==> src/design/flc_pkg.sv <==
/*
 * Shared constants and types for the LED flash driver configuration block:
 * register offsets, reset values, write masks, field layouts, modes, timing.
 * Assumes a 100 MHz core clock and byte-wide registers behind the serial port.
 */
package flc_pkg;

    // Register offsets
    localparam logic [7:0] REG_TORCH_RAMP = 8'h06;
    localparam logic [7:0] REG_TRIG_CFG = 8'h07;
    localparam logic [7:0] REG_FLASH_CFG = 8'h08;
    localparam logic [7:0] REG_CURRENT = 8'h09;
    localparam logic [7:0] REG_ENABLE = 8'h0a;
    localparam logic [7:0] REG_FLAGS = 8'h0b;

    // Reset values
    localparam logic [7:0] RST_TORCH_RAMP = 8'h00;
    localparam logic [7:0] RST_TRIG_CFG = 8'h78;
    localparam logic [7:0] RST_FLASH_CFG = 8'hd2;
    localparam logic [7:0] RST_CURRENT = 8'h0f;
    localparam logic [7:0] RST_ENABLE = 8'h00;

    // Writable bits; the rest are reserved and stay zero
    localparam logic [7:0] MASK_TORCH_RAMP = 8'h3f;
    localparam logic [7:0] MASK_CURRENT = 8'h7f;

    // Timing
    localparam int CLK_PERIOD_NS = 10;
    localparam int ONE_MS_NS = 1000000;
    localparam int MS_CYCLES = (ONE_MS_NS + CLK_PERIOD_NS - 1) / CLK_PERIOD_NS;
    localparam int TIMEOUT_STEP_MS = 100;

    typedef enum logic [1:0] {
        MODE_STANDBY = 2'b00,
        MODE_INDICATOR = 2'b01,
        MODE_TORCH = 2'b10,
        MODE_FLASH = 2'b11
    } flc_mode_t;

    typedef struct packed {
        logic [1:0] reserved_bit;
        logic [2:0] ramp_up;
        logic [2:0] ramp_down;
    } flc_torch_ramp_t;

    typedef struct packed {
        logic strobe_level;
        logic strobe_act_high;
        logic torch_act_high;
        logic tx_act_high;
        logic tx_to_torch;
        logic input_voltage_flash_monitor_en;
        logic ntc_report;
        logic ind_external;
    } flc_trig_cfg_t;

    typedef struct packed {
        logic [1:0] ilim;
        logic [2:0] flash_ramp;
        logic [2:0] timeout;
    } flc_flash_cfg_t;

    typedef struct packed {
        logic reserved_bit;
        logic [2:0] torch_code;
        logic [3:0] flash_code;
    } flc_current_t;

    typedef struct packed {
        logic ntc_en;
        logic tx_en;
        logic strobe_en;
        logic torch_en;
        logic precharge;
        logic pass_only;
        flc_mode_t operating_mode_bits;
    } flc_enable_t;

    typedef struct packed {
        logic tx_event;
        logic ntc_trip;
        logic input_voltage_flash_monitor;
        logic uvlo;
        logic ovp;
        logic short_fault;
        logic overtemp;
        logic timeout;
    } flc_flags_t;

    // Drive request towards the analog current source
    typedef struct packed {
        logic on;
        flc_mode_t mode;
        logic [3:0] level;
    } flc_drive_t;

    typedef struct packed {
        logic [2:0] torch_up;
        logic [2:0] torch_down;
        logic [2:0] flash_ramp;
        logic [1:0] ilim;
    } flc_ramp_t;

    typedef enum logic [8:0] {
        SP_IDLE = 9'b000000001,
        SP_ADDR = 9'b000000010,
        SP_ADDR_ACK = 9'b000000100,
        SP_PTR = 9'b000001000,
        SP_PTR_ACK = 9'b000010000,
        SP_WR = 9'b000100000,
        SP_WR_ACK = 9'b001000000,
        SP_RD = 9'b010000000,
        SP_RD_ACK = 9'b100000000
    } flc_sp_state_t;

endpackage : flc_pkg

==> src/design/flc_config_regs.sv <==
/*
 * Configuration register bank of an LED flash driver behind an
 * I2C-compatible serial port, with trigger handling, flags, flash timer
 * and internal indicator pattern generator.
 * Assumes scl/sda and the trigger pins are synchronous to clk_i and that
 * the pad logic resolves the open-drain sda from sda_oe_o.
 */
// Functional notes
// Indicator period is rise plus fall plus two pulse times.
// Active time is period times count; blank is active times blank count.
// Two 3-bit torch ramp fields, up and down, 16 ms to 2.048 s.
// Strobe level usage: flash follows pin; edge usage: internal timing.
// Per-pin polarity bits for strobe, torch, transmit; default active high.
// Transmit event drops current to torch level, or off when level bit 0.
// Off setting shuts down only during flash, not torch or indicator.
// Such events in torch/indicator set flag and lock mode bits until read.
// Host should clear transmit enable before reading flags when events recur.
// Input voltage flash monitoring only when its enable bit is set.
// Thermistor normal mode cuts current; monitor mode only reports.
// Indicator source: internal pattern at 0, torch pin at 1.
// 2-bit inductor limit field, top bits, default 3.1 A code.
// Flash ramp field default 1.024 ms; time-out 100 to 800 ms, default 300.
// 3-bit torch current code in bits 6:4, default 000.
// 4-bit flash current code in bits 3:0, default 1111.
// Mode bits select standby/indicator/torch/flash; no pin trigger means host start.
// Faults need flag read-back to resume; flags set again if still present.
// Reserved bits ignore writes and read as zero.
`timescale 1ns/1ps
module flc_config_regs #(
    parameter logic [6:0] DEV_ADDR = 7'h30,
    parameter int MS_TICKS = flc_pkg::MS_CYCLES
) (
    input wire logic clk_i,
    input wire logic rstn_i,
    input wire logic scl_i,
    input wire logic sda_i,
    output logic sda_o,
    output logic sda_oe_o,
    input wire logic strobe_pin_i,
    input wire logic torch_pin_i,
    input wire logic tx_pin_i,
    input wire logic thermistor_trip_i,
    input wire logic input_voltage_flash_monitor_trip_i,
    input wire logic uvlo_i,
    input wire logic ovp_i,
    input wire logic short_i,
    input wire logic overtemp_i,
    input wire logic [7:0] ind_rise_i,
    input wire logic [7:0] ind_fall_i,
    input wire logic [7:0] ind_pulse_i,
    input wire logic [2:0] ind_periods_i,
    input wire logic [3:0] ind_blanks_i,
    output flc_pkg::flc_drive_t drive_o,
    output flc_pkg::flc_ramp_t ramp_o,
    output logic input_voltage_flash_monitor_o,
    output logic thermistor_monitor_o,
    output logic pass_only_o,
    output logic precharge_o
);
    import flc_pkg::*;

    if (MS_TICKS < 2) begin : g_chk
        $error("MS_TICKS must be at least 2");
    end

    // Registers
    flc_torch_ramp_t torch_ramp;
    flc_trig_cfg_t trig_cfg;
    flc_flash_cfg_t flash_cfg;
    flc_current_t current;
    flc_enable_t enable;
    flc_flags_t flags;
    logic mode_lock;
    logic fault_hold;

    // Serial port state
    flc_sp_state_t sp_state;
    logic scl_q;
    logic sda_q;
    logic [7:0] shift;
    logic [3:0] bitc;
    logic [7:0] ptr;
    logic nack;

    wire logic scl_rise = scl_i & ~scl_q;
    wire logic scl_fall = ~scl_i & scl_q;
    wire logic start_cond = scl_i & scl_q & sda_q & ~sda_i;
    wire logic stop_cond = scl_i & scl_q & ~sda_q & sda_i;
    wire logic byte_done = scl_fall & (bitc == 4'h8);
    wire logic addr_match = (shift[7:1] == DEV_ADDR);
    wire logic wr_stb = (sp_state == SP_WR) & byte_done;
    wire logic rd_done = (sp_state == SP_RD) & byte_done;
    wire logic flags_read = rd_done & (ptr == REG_FLAGS);

    logic [7:0] rdata;
    always_comb begin
        case (ptr)
            REG_TORCH_RAMP: rdata = torch_ramp;
            REG_TRIG_CFG: rdata = trig_cfg;
            REG_FLASH_CFG: rdata = flash_cfg;
            REG_CURRENT: rdata = current;
            REG_ENABLE: rdata = enable;
            REG_FLAGS: rdata = flags;
            default: rdata = 8'h00;
        endcase
    end

    always_ff @(posedge clk_i) begin
        if (!rstn_i) begin
            scl_q <= 1'b1;
            sda_q <= 1'b1;
        end else begin
            scl_q <= scl_i;
            sda_q <= sda_i;
        end
    end

    // Serial port sequencer
    always_ff @(posedge clk_i) begin
        if (!rstn_i) begin
            sp_state <= SP_IDLE;
            shift <= 8'h00;
            bitc <= 4'h0;
            ptr <= 8'h00;
            nack <= 1'b0;
        end else if (start_cond) begin
            sp_state <= SP_ADDR;
            bitc <= 4'h0;
        end else if (stop_cond) begin
            sp_state <= SP_IDLE;
        end else begin
            case (sp_state)
                SP_IDLE: begin
                    bitc <= 4'h0;
                end
                SP_ADDR, SP_PTR, SP_WR: begin
                    if (scl_rise) begin
                        shift <= {shift[6:0], sda_i};
                        bitc <= bitc + 4'h1;
                    end else if (byte_done) begin
                        bitc <= 4'h0;
                        if (sp_state == SP_ADDR) begin
                            sp_state <= addr_match ? SP_ADDR_ACK : SP_IDLE;
                            nack <= shift[0];
                        end else if (sp_state == SP_PTR) begin
                            ptr <= shift;
                            sp_state <= SP_PTR_ACK;
                        end else begin
                            ptr <= ptr + 8'h01;
                            sp_state <= SP_WR_ACK;
                        end
                    end
                end
                SP_ADDR_ACK: begin
                    if (scl_fall) begin
                        if (nack) begin
                            shift <= rdata;
                            sp_state <= SP_RD;
                        end else begin
                            sp_state <= SP_PTR;
                        end
                    end
                end
                SP_PTR_ACK, SP_WR_ACK: begin
                    if (scl_fall) begin
                        sp_state <= SP_WR;
                    end
                end
                SP_RD: begin
                    if (scl_rise) begin
                        bitc <= bitc + 4'h1;
                    end else if (byte_done) begin
                        bitc <= 4'h0;
                        ptr <= ptr + 8'h01;
                        sp_state <= SP_RD_ACK;
                    end else if (scl_fall) begin
                        shift <= {shift[6:0], 1'b0};
                    end
                end
                SP_RD_ACK: begin
                    if (scl_rise) begin
                        nack <= sda_i;
                    end else if (scl_fall) begin
                        shift <= rdata;
                        sp_state <= nack ? SP_IDLE : SP_RD;
                    end
                end
                default: sp_state <= SP_IDLE;
            endcase
        end
    end

    // Open drain: only ever pulls low
    assign sda_o = 1'b0;
    assign sda_oe_o = (sp_state == SP_ADDR_ACK) | (sp_state == SP_PTR_ACK) | (sp_state == SP_WR_ACK)
        | ((sp_state == SP_RD) & ~shift[7]);

    // Trigger pins
    logic strobe_act;
    logic strobe_rise;
    logic torch_act;
    logic tx_act;
    logic tx_rise;
    logic torch_pin_act;

    flc_pin_cond u_strobe (
        .clk_i(clk_i), .rstn_i(rstn_i), .pin_i(strobe_pin_i),
        .act_high_i(trig_cfg.strobe_act_high), .enable_i(enable.strobe_en),
        .active_o(strobe_act), .rise_o(strobe_rise)
    );
    flc_pin_cond u_torch (
        .clk_i(clk_i), .rstn_i(rstn_i), .pin_i(torch_pin_i),
        .act_high_i(trig_cfg.torch_act_high), .enable_i(1'b1),
        .active_o(torch_pin_act), .rise_o()
    );
    flc_pin_cond u_tx (
        .clk_i(clk_i), .rstn_i(rstn_i), .pin_i(tx_pin_i),
        .act_high_i(trig_cfg.tx_act_high), .enable_i(enable.tx_en),
        .active_o(tx_act), .rise_o(tx_rise)
    );
    assign torch_act = torch_pin_act & enable.torch_en;

    // Millisecond tick shared by the flash timer and the indicator
    logic [31:0] ms_cnt;
    wire logic ms_tick = (ms_cnt == 32'(MS_TICKS - 1));
    always_ff @(posedge clk_i) begin
        if (!rstn_i || ms_tick) begin
            ms_cnt <= 32'h0;
        end else begin
            ms_cnt <= ms_cnt + 32'h1;
        end
    end

    // Mode decode
    wire flc_mode_t mode = enable.operating_mode_bits;
    // Decoded from the byte being written: the mode bits only land on this edge
    wire flc_enable_t en_wdata = shift;
    wire logic host_go = (sp_state == SP_WR) & byte_done & (ptr == REG_ENABLE)
        & (en_wdata.operating_mode_bits == MODE_FLASH) & ~en_wdata.strobe_en & ~mode_lock;
    wire logic in_flash = (mode == MODE_FLASH);
    wire logic tx_hit = tx_act;
    wire logic tx_cut = tx_hit & ~trig_cfg.tx_to_torch;
    wire logic ntc_cut = enable.ntc_en & thermistor_trip_i & ~trig_cfg.ntc_report;

    // Flash run and time-out
    logic flash_run;
    logic [9:0] flash_ms;
    wire logic [9:0] flash_limit = 10'(({7'h0, flash_cfg.timeout} + 10'h1) * TIMEOUT_STEP_MS);
    wire logic timed_out = flash_run & (flash_ms >= flash_limit);
    wire logic flash_start = ~fault_hold & ~flash_run & (host_go
        | in_flash & enable.strobe_en & (trig_cfg.strobe_level ? strobe_act : strobe_rise));
    wire logic level_end = enable.strobe_en & trig_cfg.strobe_level & ~strobe_act;

    always_ff @(posedge clk_i) begin
        if (!rstn_i) begin
            flash_run <= 1'b0;
            flash_ms <= 10'h0;
        end else if (flash_start) begin
            flash_run <= 1'b1;
            flash_ms <= 10'h0;
        end else if (timed_out || level_end || !in_flash || fault_hold) begin
            flash_run <= 1'b0;
        end else if (flash_run && ms_tick) begin
            flash_ms <= flash_ms + 10'h1;
        end
    end

    // Internal indicator pattern
    wire logic [9:0] period_len = {2'b0, ind_rise_i} + {2'b0, ind_fall_i} + {1'b0, ind_pulse_i, 1'b0};
    wire logic [9:0] on_len = {2'b0, ind_rise_i} + {2'b0, ind_pulse_i} + {2'b0, ind_fall_i};
    wire logic [12:0] active_len = 13'(period_len) * 13'(ind_periods_i);
    wire logic [16:0] blank_len = 17'(active_len) * 17'(ind_blanks_i);
    logic in_blank;
    logic [9:0] ind_pos;
    logic [2:0] ind_pcnt;
    logic [16:0] ind_bcnt;
    wire logic ind_mode = (mode == MODE_INDICATOR) & ~trig_cfg.ind_external;

    always_ff @(posedge clk_i) begin
        if (!rstn_i || !ind_mode) begin
            in_blank <= 1'b0;
            ind_pos <= 10'h0;
            ind_pcnt <= 3'h0;
            ind_bcnt <= 17'h0;
        end else if (ms_tick && !in_blank) begin
            if (ind_pos + 10'h1 >= period_len) begin
                ind_pos <= 10'h0;
                if (ind_pcnt + 3'h1 >= ind_periods_i) begin
                    ind_pcnt <= 3'h0;
                    in_blank <= (blank_len != 17'h0);
                end else begin
                    ind_pcnt <= ind_pcnt + 3'h1;
                end
            end else begin
                ind_pos <= ind_pos + 10'h1;
            end
        end else if (ms_tick) begin
            if (ind_bcnt + 17'h1 >= blank_len) begin
                ind_bcnt <= 17'h0;
                in_blank <= 1'b0;
            end else begin
                ind_bcnt <= ind_bcnt + 17'h1;
            end
        end
    end

    wire logic ind_pat = ~in_blank & (ind_periods_i != 3'h0) & (ind_pos < on_len);
    wire logic ind_src = trig_cfg.ind_external ? torch_pin_act : ind_pat;

    // Drive request
    wire logic torch_on = (mode == MODE_TORCH) & (~enable.torch_en | torch_act);
    wire logic ind_on = (mode == MODE_INDICATOR) & ind_src;
    wire logic flash_on = flash_run & ~tx_cut;
    wire logic next_on = ~fault_hold & ~ntc_cut & (flash_on | torch_on | ind_on);
    wire logic [3:0] next_level = (flash_run & ~tx_hit) ? current.flash_code : {1'b0, current.torch_code};

    always_ff @(posedge clk_i) begin
        if (!rstn_i) begin
            drive_o <= '0;
        end else begin
            drive_o.on <= next_on;
            drive_o.mode <= fault_hold ? MODE_STANDBY : mode;
            drive_o.level <= next_level;
        end
    end

    assign ramp_o = '{torch_up: torch_ramp.ramp_up, torch_down: torch_ramp.ramp_down,
        flash_ramp: flash_cfg.flash_ramp, ilim: flash_cfg.ilim};
    assign input_voltage_flash_monitor_o = trig_cfg.input_voltage_flash_monitor_en;
    assign thermistor_monitor_o = enable.ntc_en & trig_cfg.ntc_report;
    assign pass_only_o = enable.pass_only;
    assign precharge_o = enable.precharge;

    // Flags: a new event beats the read that clears
    wire logic lock_evt = tx_rise & ~trig_cfg.tx_to_torch & ((mode == MODE_TORCH) | (mode == MODE_INDICATOR));
    flc_flags_t flag_set;
    assign flag_set = '{tx_event: tx_rise, ntc_trip: enable.ntc_en & thermistor_trip_i,
        input_voltage_flash_monitor: trig_cfg.input_voltage_flash_monitor_en & input_voltage_flash_monitor_trip_i, uvlo: uvlo_i, ovp: ovp_i, short_fault: short_i,
        overtemp: overtemp_i, timeout: timed_out};
    wire logic fault_evt = uvlo_i | ovp_i | short_i | overtemp_i;

    always_ff @(posedge clk_i) begin
        if (!rstn_i) begin
            flags <= '0;
            mode_lock <= 1'b0;
            fault_hold <= 1'b0;
        end else begin
            flags <= (flags & ~{8{flags_read}}) | flag_set;
            mode_lock <= (mode_lock & ~flags_read) | lock_evt;
            fault_hold <= (fault_hold & ~flags_read) | fault_evt;
        end
    end

    // Register writes
    always_ff @(posedge clk_i) begin
        if (!rstn_i) begin
            torch_ramp <= RST_TORCH_RAMP;
            trig_cfg <= RST_TRIG_CFG;
            flash_cfg <= RST_FLASH_CFG;
            current <= RST_CURRENT;
            enable <= RST_ENABLE;
        end else begin
            if (wr_stb && ptr == REG_TORCH_RAMP) begin
                torch_ramp <= shift & MASK_TORCH_RAMP;
            end
            if (wr_stb && ptr == REG_TRIG_CFG) begin
                trig_cfg <= shift;
            end
            if (wr_stb && ptr == REG_FLASH_CFG) begin
                flash_cfg <= shift;
            end
            if (wr_stb && ptr == REG_CURRENT) begin
                current <= shift & MASK_CURRENT;
            end
            if (timed_out) begin
                enable.operating_mode_bits <= MODE_STANDBY;
            end else if (wr_stb && ptr == REG_ENABLE) begin
                enable[7:2] <= shift[7:2];
                if (!mode_lock) begin
                    enable.operating_mode_bits <= flc_mode_t'(shift[1:0]);
                end
            end
        end
    end
endmodule : flc_config_regs

==> src/design/flc_pin_cond.sv <==
/*
 * Trigger pin conditioner: applies the programmed polarity and enable,
 * and flags the cycle in which the pin becomes active.
 * Assumes the pin is already synchronous to clk_i.
 */
`timescale 1ns/1ps
module flc_pin_cond (
    input wire logic clk_i,
    input wire logic rstn_i,
    input wire logic pin_i,
    input wire logic act_high_i,
    input wire logic enable_i,
    output logic active_o,
    output logic rise_o
);
    import flc_pkg::*;

    logic prev;
    wire logic level = ~(pin_i ^ act_high_i) & enable_i;

    always_ff @(posedge clk_i) begin
        if (!rstn_i) begin
            prev <= 1'b0;
        end else begin
            prev <= level;
        end
    end

    assign active_o = level;
    assign rise_o = level & ~prev;
endmodule : flc_pin_cond

==> config.mk <==
export PLATFORM = sky130hd
export DESIGN_NAME = flc_config_regs
export DESIGN_NICKNAME = d
export VERILOG_FILES = /design/src/design/flc_pkg.sv /design/src/design/flc_config_regs.sv /design/src/design/flc_pin_cond.sv
export SDC_FILE = /design/constraint.sdc
export NUM_CORES = 1
export LEC_CHECK = 0
export CORE_MARGIN = 2
export CORE_UTILIZATION = 58
export CTS_CLUSTER_SIZE = 25
export DETAILED_ROUTE_END_ITERATION = 16
export DONT_BUFFER_PORTS = 1
export HOLD_SLACK_MARGIN = 0.05
export MAX_ROUTING_LAYER = met4
export PLACE_DENSITY = 0.74
export SETUP_SLACK_MARGIN = 0.5
export SLEW_MARGIN = 20
export SYNTH_ARGS = -nofsm -noshare
export SYNTH_HDL_FRONTEND = slang
export SYNTH_SLANG_ARGS = --single-unit
==> constraint.sdc <==
create_clock -name clk_i -period 26.7 [get_ports clk_i]
set_input_delay 2.67 -clock clk_i [delete_from_list [all_inputs] [get_ports clk_i]]
set_output_delay 2.67 -clock clk_i [all_outputs]
set_load 0.01 [all_outputs]
==> flow_metrics.py, run 1 <==
metrics = {
    "outcome": {
        "status": "completed",
    },
    "cts": {
        "cts_root_buf": "clkbuf_16",
        "tritoncts": "yes",
        "cts_setup_buffers": 0,
        "holdBufCountCts": 0,
        "clk_pin_slew_ps": 60,
        "clock-sinks": 162,
        "ctsResizeCount": 0,
        "clockBufferDepth": 2,
        "cts_buffers": 17,
        "clock_latency_ps": 430,
        "ctsHtreeMaxLevel": 4,
    },
    "floorplanning": {
        "initial_utilization": 0.590,
        "core_area_mm2": 0.0210,
        "ios": 68,
        "die_w_um": 150,
        "num_rows": 53,
        "die_y_um": 150,
        "dieArea_mm2": 0.0226,
    },
    "min_path": {
        "hp-class": "reg2reg",
        "hp-start": "ms_cnt[0]",
        "worst_hold_path.endpoint": "ms_cnt[0]",
        "holdPathStages": 1,
    },
    "power_and_ir_drop": {
        "power.total_w": 0.00122,
        "vdd_ir_drop_max_uv": 97.7,
        "power.density_mw_per_mm2": 93.2,
        "p_leak_nw": 5.86,
    },
    "routing": {
        "via_per_inst": 5.81,
        "ant_nets": 0,
        "wl_um": 27100,
        "drcViolationCount": 0,
        "wl_per_cell_um": 15.5,
        "vias": 10200,
        "drt_iter0_markers": 643,
        "drt-pass1-iter-count": 5,
    },
    "grt": {
        "grt_pass1_wl_um": 45400,
        "grt_pass1_vias": 9666,
        "grt_max_degree": 60,
        "grt_overflow": 0,
        "grtUsageTotal": 0.253,
        "antenna_found_initial": 0,
    },
    "critical_path": {
        "r2r-start": "ind_bcnt[0]",
        "rrSetupSlack_ps": 22730,
        "crit_path_max_fanout": 16,
        "r2r-end": "ind_bcnt[16]",
        "required_ps": 26980,
        "max_stage_delay_ps": 580,
        "reg2reg_depth": 14,
        "crit_type": "in2reg",
        "critPathSlowestCell": "o41ai_1",
        "path_common_cell": "fa_1",
        "critPathLaunchType": "primary input",
        "critPathCaptureType": "flop",
        "critical_path_buf_inv_count": 5,
        "crit_family": "adder cells",
        "cp.arrival_ps": 11360,
    },
    "final_layout": {
        "drive_above_1_share": 0.0366,
        "syn2layout_area_growth_pct": 5.88,
        "antenna_cells": 0,
        "final_cells": 1749,
        "layout.nets": 1672,
    },
    "sta": {
        "period_minus_slack_ps": 11080,
        "max_slew_margin": 0.305,
        "fin_skew_ps": 15.9,
        "worstMarginPinSlew_ps": 1040,
        "tns_ps": 0,
        "fmax_mhz": 90.2,
        "final.period_utilization": 0.415,
        "holdWs_ps": 456,
        "rsz0062_at_grt": "no",
        "hold_viol": 0,
        "maxSlewViolCount": 0,
        "setup_viol": 0,
        "setup_ws_ps": 15620,
    },
    "synthesis": {
        "ys_ff_latch": 162,
        "synth_edf_count": 0,
        "yosysMostFrequentCell": "nor2_1",
        "synth_ff_type": "dfxtp_1",
        "synth_area_leader_cell": "dfxtp_1",
        "synth_common_cells": "nor2_1, dfxtp_1, nand2_1",
        "synthTopCellsByArea": "dfxtp_1, ha_1, fa_1, nor2_1, xor2_1",
        "yosys_warnings": 0,
        "yosysTopAreaCellShare": 0.261,
        "syn_area_per_cell_um2": 8.27,
        "netlist-cell-type-count": 69,
        "synth-async-reset-ratio": 0,
        "syn-instance-count": 1500,
        "yosysSeqAreaShare": 0.261,
        "syn_area_mm2": 0.0124,
    },
    "place": {
        "place_congestion": 0.936,
        "post-place-ws_ps": 14850,
        "dp_hpwl_um": 20600,
        "portBuffers": 0,
        "placedCellCount": 1717,
    },
    "flow_run": {
        "drv_cap": 0,
    },
}
==> metrics by stage <==
stage,util,area (um2)
after global routing,0.625,13100
after global placement,0.594,12500
after detailed placement,0.594,12500
after CTS,0.625,13100
final,0.625,13100
after floorplan,-,12400
==> report_power, final <==
group          internal, W  switching [W]
Sequential        0.000244     0.00000440
Combinational     0.000302       0.000410
Clock             0.000160       0.000103
Total             0.000707       0.000518
==> final cells by class <==
cell class | instances | area (um2)
tap | 275 | 344
timing repair buffer | 1 | 7.51
clock buffer | 18 | 439
sequential | 162 | 3240
inverter | 112 | 420
clock inverter | 14 | 201
fill | 1822 | 7890
multi-input combinational | 1167 | 8480
==> layer usage <==
layer  wire length (um)  track usage  vias to the layer above
li1                   -            -                     5039
met1              11900        0.314                     4829
met2              13200        0.420                      252
met3               1420       0.0424                       48
met4                632       0.0825                        0
met5                  0            -                        -
==> state kept, by name (all words and copies together), names as in the netlist, 9 cells and up <==
register	cells
sp_state	9
ms_cnt	32
flash_ms	10
ramp_o	11
ind_bcnt	17
ind_pos	10
==> placed cells by master (no fill, tap or decap), drive strengths merged, types with 10 or more instances in the layout <==
master / count
a21o: 25
a21oi: 93
a22oi: 17
and2: 38
and3: 37
clkbuf: 18
dfxtp: 162
fa: 49
ha: 118
inv: 116
mux2i: 51
nand2: 148
nand2b: 14
nand3: 45
nand4: 15
nor2: 176
nor2b: 10
nor3: 26
nor4: 21
o21ai: 44
o21bai: 10
xnor2: 50
xor2: 68
==> cells by family (layout without fill, tap and decap cells) <==
logic type	after synthesis	in the layout	synth area share
muxes	52	52	0.0421
AOI/OAI and AO/OA	241	241	0.121
xor gates and xnor gates	118	118	0.0833
and+or+nand+nor	587	587	0.238
adders and majority gates	167	167	0.198
DFF	162	162	0.261
other	1	2	0.000302
buffers and inverters	172	145	0.0559
==> worst max-delay path by stage <==
stage / startpoint / endpoint / slack [ps] / depth (start not counted)
final: ind_rise_i[1] / ind_bcnt[16] / 15620 / 36
after global routing: ind_rise_i[1] / ind_bcnt[5] / 14990 / 37
after CTS: ind_rise_i[1] / ind_bcnt[16] / 15270 / 37
after detailed placement: ind_rise_i[1] / ind_bcnt[16] / 14850 / 37
after global placement: ind_rise_i[1] / ind_bcnt[0] / 15180 / 37
after floorplan: ind_rise_i[1] / ind_bcnt[10] / 15910 / 37
Note: power is estimated with default switching activity, not from simulation.
==> run 2: changes to the inputs <==
ABC_AREA = 1   (was default)
clock period = 11 ns   (was 26.7 ns; I/O delays follow)
==> run 2 against run 1 <==
Against the previous run: highest routed layer unchanged; largest power group unchanged; global-route usage up 2.7 points; sequential share of layout area down 1.4 points; final cell count up 26%; via count up 19%; non-clock buffer count unchanged; synthesized area up 6.1%.
==> flow_metrics.py, run 2 <==
metrics = {
    "outcome": {
        "status": "completed",
    },
    "final_layout": {
        "fin_util": 0.620,
        "drive_above_1_share": 0.0498,
        "antenna_cells": 0,
        "n_fill_cell": 2128,
        "final_cells": 2211,
        "largest_register": "ms_cnt",
        "largest_reg_flops": 32,
        "layout.nets": 2125,
        "syn2layout_area_growth_pct": 5.67,
        "layout_common_cells": "nand2_1, inv_1, nor2_1, a21oi_1, dfxtp_1",
        "final_common_cell": "nand2_1",
    },
    "grt": {
        "grt_pass1_wl_um": 53900,
        "grt_pass1_vias": 11600,
        "grt_max_degree": 60,
        "grt_overflow": 0,
        "grtUsageTotal": 0.280,
        "antenna_found_initial": 0,
    },
    "cts": {
        "tritoncts": "yes",
        "ctsHtreeMaxLevel": 4,
        "holdBufCountCts": 0,
        "ctsResizeCount": 0,
        "clock_latency_ps": 430,
        "cts_buffers": 17,
        "clk_pin_slew_ps": 70,
        "cts_setup_buffers": 0,
        "clockBufferDepth": 2,
        "clock-sinks": 162,
        "cts_root_buf": "clkbuf_16",
    },
    "critical_path": {
        "required_ps": 11290,
        "critPathLaunchType": "primary input",
        "crit_family": "adder cells",
        "cp.arrival_ps": 8660,
        "critical_path_buf_inv_count": 7,
        "max_stage_delay_ps": 540,
        "crit_type": "in2reg",
        "path_common_cell": "nand2_1",
        "crit_path_max_fanout": 18,
        "critPathSlowestCell": "fa_1",
        "critPathCaptureType": "flop",
    },
    "power_and_ir_drop": {
        "power.density_mw_per_mm2": 238,
        "p_leak_nw": 6.46,
        "power.total_w": 0.00331,
        "vdd_ir_drop_max_uv": 217,
    },
    "synthesis": {
        "synth_common_cells": "nand2_1, inv_1, nor2_1",
        "synth_area_leader_cell": "dfxtp_1",
        "netlist-cell-type-count": 54,
        "yosysTopAreaCellShare": 0.246,
        "yosys_warnings": 0,
        "synth-async-reset-ratio": 0,
        "syn-instance-count": 1932,
        "synth_edf_count": 0,
        "syn_area_per_cell_um2": 6.81,
        "yosysMostFrequentCell": "nand2_1",
        "synthTopCellsByArea": "dfxtp_1, nand2_1, ha_1, inv_1, fa_1",
        "syn_area_mm2": 0.0132,
        "synth_ff_type": "dfxtp_1",
        "yosysSeqAreaShare": 0.246,
        "ys_ff_latch": 162,
    },
    "place": {
        "portBuffers": 0,
        "post-place-ws_ps": 2340,
        "place_congestion": 0.913,
        "placedCellCount": 2180,
        "dp_hpwl_um": 24600,
    },
    "sta": {
        "setup_ws_ps": 2630,
        "rsz0062_at_grt": "no",
        "setup_viol": 0,
        "hold_viol": 0,
        "fmax_mhz": 119,
        "max_slew_margin": 0.405,
        "tns_ps": 0,
        "fin_skew_ps": 12.4,
        "maxSlewViolCount": 0,
        "worstMarginPinSlew_ps": 889,
        "final.period_utilization": 0.761,
        "period_minus_slack_ps": 8370,
    },
    "routing": {
        "vias": 12100,
        "drcViolationCount": 0,
        "ant_nets": 0,
        "drt_iter0_markers": 846,
        "wl_per_cell_um": 14.2,
        "wl_um": 31500,
        "drt-pass1-iter-count": 5,
        "via_per_inst": 5.46,
    },
    "min_path": {
        "hp-class": "reg2reg",
    },
    "floorplanning": {
        "ios": 68,
        "die_w_um": 155,
        "initial_utilization": 0.587,
        "die_y_um": 155,
        "dieArea_mm2": 0.0239,
        "num_rows": 55,
        "core_area_mm2": 0.0224,
    },
    "flow_run": {
        "drv_cap": 0,
    },
}
==> run 2: cell types whose count changed in the layout (fill, tap and decap cells not counted), sizes merged, moves of 36 or more <==
cell,before,now
a21oi,93,168
nand2,148,461
nand3,45,104
xnor2,50,14
mux2i,51,0
o21ai,44,96
and2,38,2
inv,116,316
==> run 2: cells by family after synthesis <==
kind of cell	count (synthesis)	synth area share
AOI/OAI and AO/OA	300	0.122
xor gates and xnor gates	64	0.0426
adders and majority gates	167	0.187
buffers and inverters	353	0.105
DFF	162	0.246
other	1	0.000285
and+or+nand+nor	885	0.297
==> run 2: worst paths after layout <==
check	startpoint	cells after the start	endpoint	slack, ps
worst max register to register	flash_cfg[0]	16	pass_only_o	7350
worst min register to register	ms_cnt[0]	1	ms_cnt[0]	440
worst min-delay path	ms_cnt[0]	1	ms_cnt[0]	440
worst max-delay path	ind_rise_i[1]	42	ind_bcnt[4]	2630
==> run 2: final cells by class <==
class,count,area [um2],share of cell area
clock buffer,20,457,0.0328
multi-input combinational,1418,8540,0.614
sequential,162,3240,0.233
clock inverter,11,126,0.00908
inverter,314,1180,0.0847
tap,285,357,0.0256
timing repair buffer,1,7.51,0.000540
==> run 2: through the flow <==
stage          hold WS (ps)  instance area (um2)
5_1_grt                 465                13900
3_5_place_dp            437                13300
4_1_cts                 447                13900
6_report                443                13900
3_3_place_gp            426                13300
2_1_floorplan           413                13200
==> run 2: report_power, final <==
group          internal [W]  switching [W]
Sequential         0.000600      0.0000124
Clock              0.000347       0.000249
Combinational      0.000734        0.00137
Total               0.00168        0.00163
==> run 2: metal layers <==
layer  up-vias  wire length, um  part of all wire  GRT usage
li1       6162                -                 -          -
met1      5549            14500              0.46      0.356
met2       313            14700              0.47      0.465
met3        55             1570             0.050     0.0420
met4         0              660             0.021     0.0816
met5         -                0                 0          -
==> run 3: changes to the inputs <==
PLACE_DENSITY = 0.76   (was 0.74)
clock period = 7.13 ns   (was 11 ns; I/O delays follow)
==> run 3 against run 2 <==
Against the previous run: utilization grew 5.0 points; hold slack lost 60 ps; clock skew down 4.4 ps; critical path type unchanged.
==> flow_metrics.py, run 3 (synthesis results as in run 2) <==
metrics = {
    "outcome": {
        "status": "completed",
    },
    "grt": {
        "grt_overflow": 0,
        "antenna_found_initial": 0,
        "grtUsageTotal": 0.279,
        "grt_pass1_vias": 11700,
        "grt_max_degree": 60,
        "grt_pass1_wl_um": 54000,
    },
    "critical_path": {
        "r2r-start": "flash_cfg[0]",
        "required_ps": 7460,
        "critPathLaunchType": "primary input",
        "path_common_cell": "nand2_1",
        "reg2reg_depth": 16,
        "critical_path_buf_inv_count": 10,
        "crit_type": "in2reg",
        "max_stage_delay_ps": 530,
        "crit_path_max_fanout": 5,
        "crit_family": "adder cells",
        "rrSetupSlack_ps": 3470,
        "cp.arrival_ps": 7430,
        "critPathCaptureType": "flop",
        "critPathSlowestCell": "fa_1",
        "cp.depth": 45,
        "r2r-end": "pass_only_o",
    },
    "floorplanning": {
        "num_rows": 55,
        "die_y_um": 155,
        "die_w_um": 155,
        "dieArea_mm2": 0.0239,
        "ios": 68,
        "core_area_mm2": 0.0224,
        "initial_utilization": 0.587,
    },
    "final_layout": {
        "largest_reg_flops": 32,
        "layout_common_cells": "nand2_1, inv_1, nor2_1, dfxtp_1, a21oi_1",
        "syn2layout_area_growth_pct": 14.1,
        "multi_input_area_mm2": 0.00909,
        "final_common_cell": "nand2_1",
        "n_fill_cell": 1947,
        "antenna_cells": 0,
        "regArea_mm2": 0.00324,
        "layout.nets": 2195,
        "drive_above_1_share": 0.137,
        "largest_register": "ms_cnt",
    },
    "sta": {
        "rsz0062_at_grt": "yes",
        "fmax_mhz": 141,
        "setup_viol": 0,
        "final.period_utilization": 0.996,
        "maxSlewViolCount": 0,
        "worstMarginPinSlew_ps": 881,
        "hold_viol": 0,
        "fin_skew_ps": 8.01,
        "period_minus_slack_ps": 7100,
        "max_slew_margin": 0.408,
        "tns_ps": 0,
    },
    "routing": {
        "vias": 12400,
        "ant_nets": 0,
        "drt-pass1-iter-count": 5,
        "via_per_inst": 5.45,
        "wl_um": 32800,
        "wl_per_cell_um": 14.4,
        "drt_iter0_markers": 857,
        "drcViolationCount": 0,
    },
    "power_and_ir_drop": {
        "vdd_ir_drop_max_uv": 412,
        "p_leak_nw": 6.82,
        "power.total_w": 0.00671,
        "power.density_mw_per_mm2": 447,
    },
    "cts": {
        "tritoncts": "yes",
        "clockBufferDepth": 2,
        "clk_pin_slew_ps": 70,
        "cts_root_buf": "clkbuf_16",
        "clock_latency_ps": 430,
        "cts_buffers": 17,
        "clock-sinks": 162,
        "ctsHtreeMaxLevel": 4,
    },
    "min_path": {
        "worst_hold_path.endpoint": "scl_q",
        "hp-class": "in2reg",
        "holdPathStages": 1,
        "hp-start": "rstn_i",
    },
    "flow_run": {
        "drv_cap": 0,
    },
    "place": {
        "portBuffers": 0,
        "place_congestion": 0.938,
        "dp_hpwl_um": 25000,
    },
}
[run 3: metal layers]
layer / global-route usage / vias to the layer above / share of wire
met4: 0.0692 / 0 / 0.019
li1: - / 6317 / -
met5: - / - / 0
met1: 0.355 / 5816 / 0.45
met3: 0.0429 / 46 / 0.047
met2: 0.468 / 267 / 0.48
[run 3: timing repair]
action                                  in CTS  in global routing
cloned                                       0                  2
hold buffers                                 0                  0
gates resized for setup                      1                 75
endpoints found under the setup margin      18                 18
setup buffers                                1                  8
pin swaps                                   12                 30
[run 3: report_power, final]
group | total (W) | leakage, nW | switching [W] | internal [W]
Sequential | 0.000944 | 1.31 | 0.0000191 | 0.000925
Clock | 0.000915 | 0.270 | 0.000396 | 0.000520
Combinational | 0.00485 | 5.24 | 0.00275 | 0.00210
Total | 0.00671 | 6.82 | 0.00316 | 0.00355
[run 3: final cells by class]
cell class / instances / share of cell area
clock buffer: 18 / 0.0286
clock inverter: 14 / 0.0103
inverter: 314 / 0.0790
multi-input combinational: 1418 / 0.605
sequential: 162 / 0.216
tap: 285 / 0.0237
timing repair buffer: 71 / 0.0377
[run 3: how the worst max path moves through the flow]
stage	to	start
after floorplan	ind_bcnt[15]	ind_rise_i[1]
after global placement	ind_bcnt[16]	ind_fall_i[1]
after detailed placement	ind_bcnt[4]	ind_fall_i[1]
after CTS	ind_bcnt[9]	ind_fall_i[1]
after global routing	ind_bcnt[14]	ind_rise_i[1]
final	ind_bcnt[14]	ind_rise_i[1]
[run 3: through the flow]
step                cells  utilization  setup WS [ps]  hold slack [ps]  area [um2]
detailed placement   2239        0.624           -402              435       14000
finish               2282        0.670           25.9              383       15000
floorplan            1933            -           38.8              413       13400
global route         2282        0.670           -383              360       15000
CTS                  2272        0.650           50.9              359       14600
global placement     2239        0.624           -301              427       14000
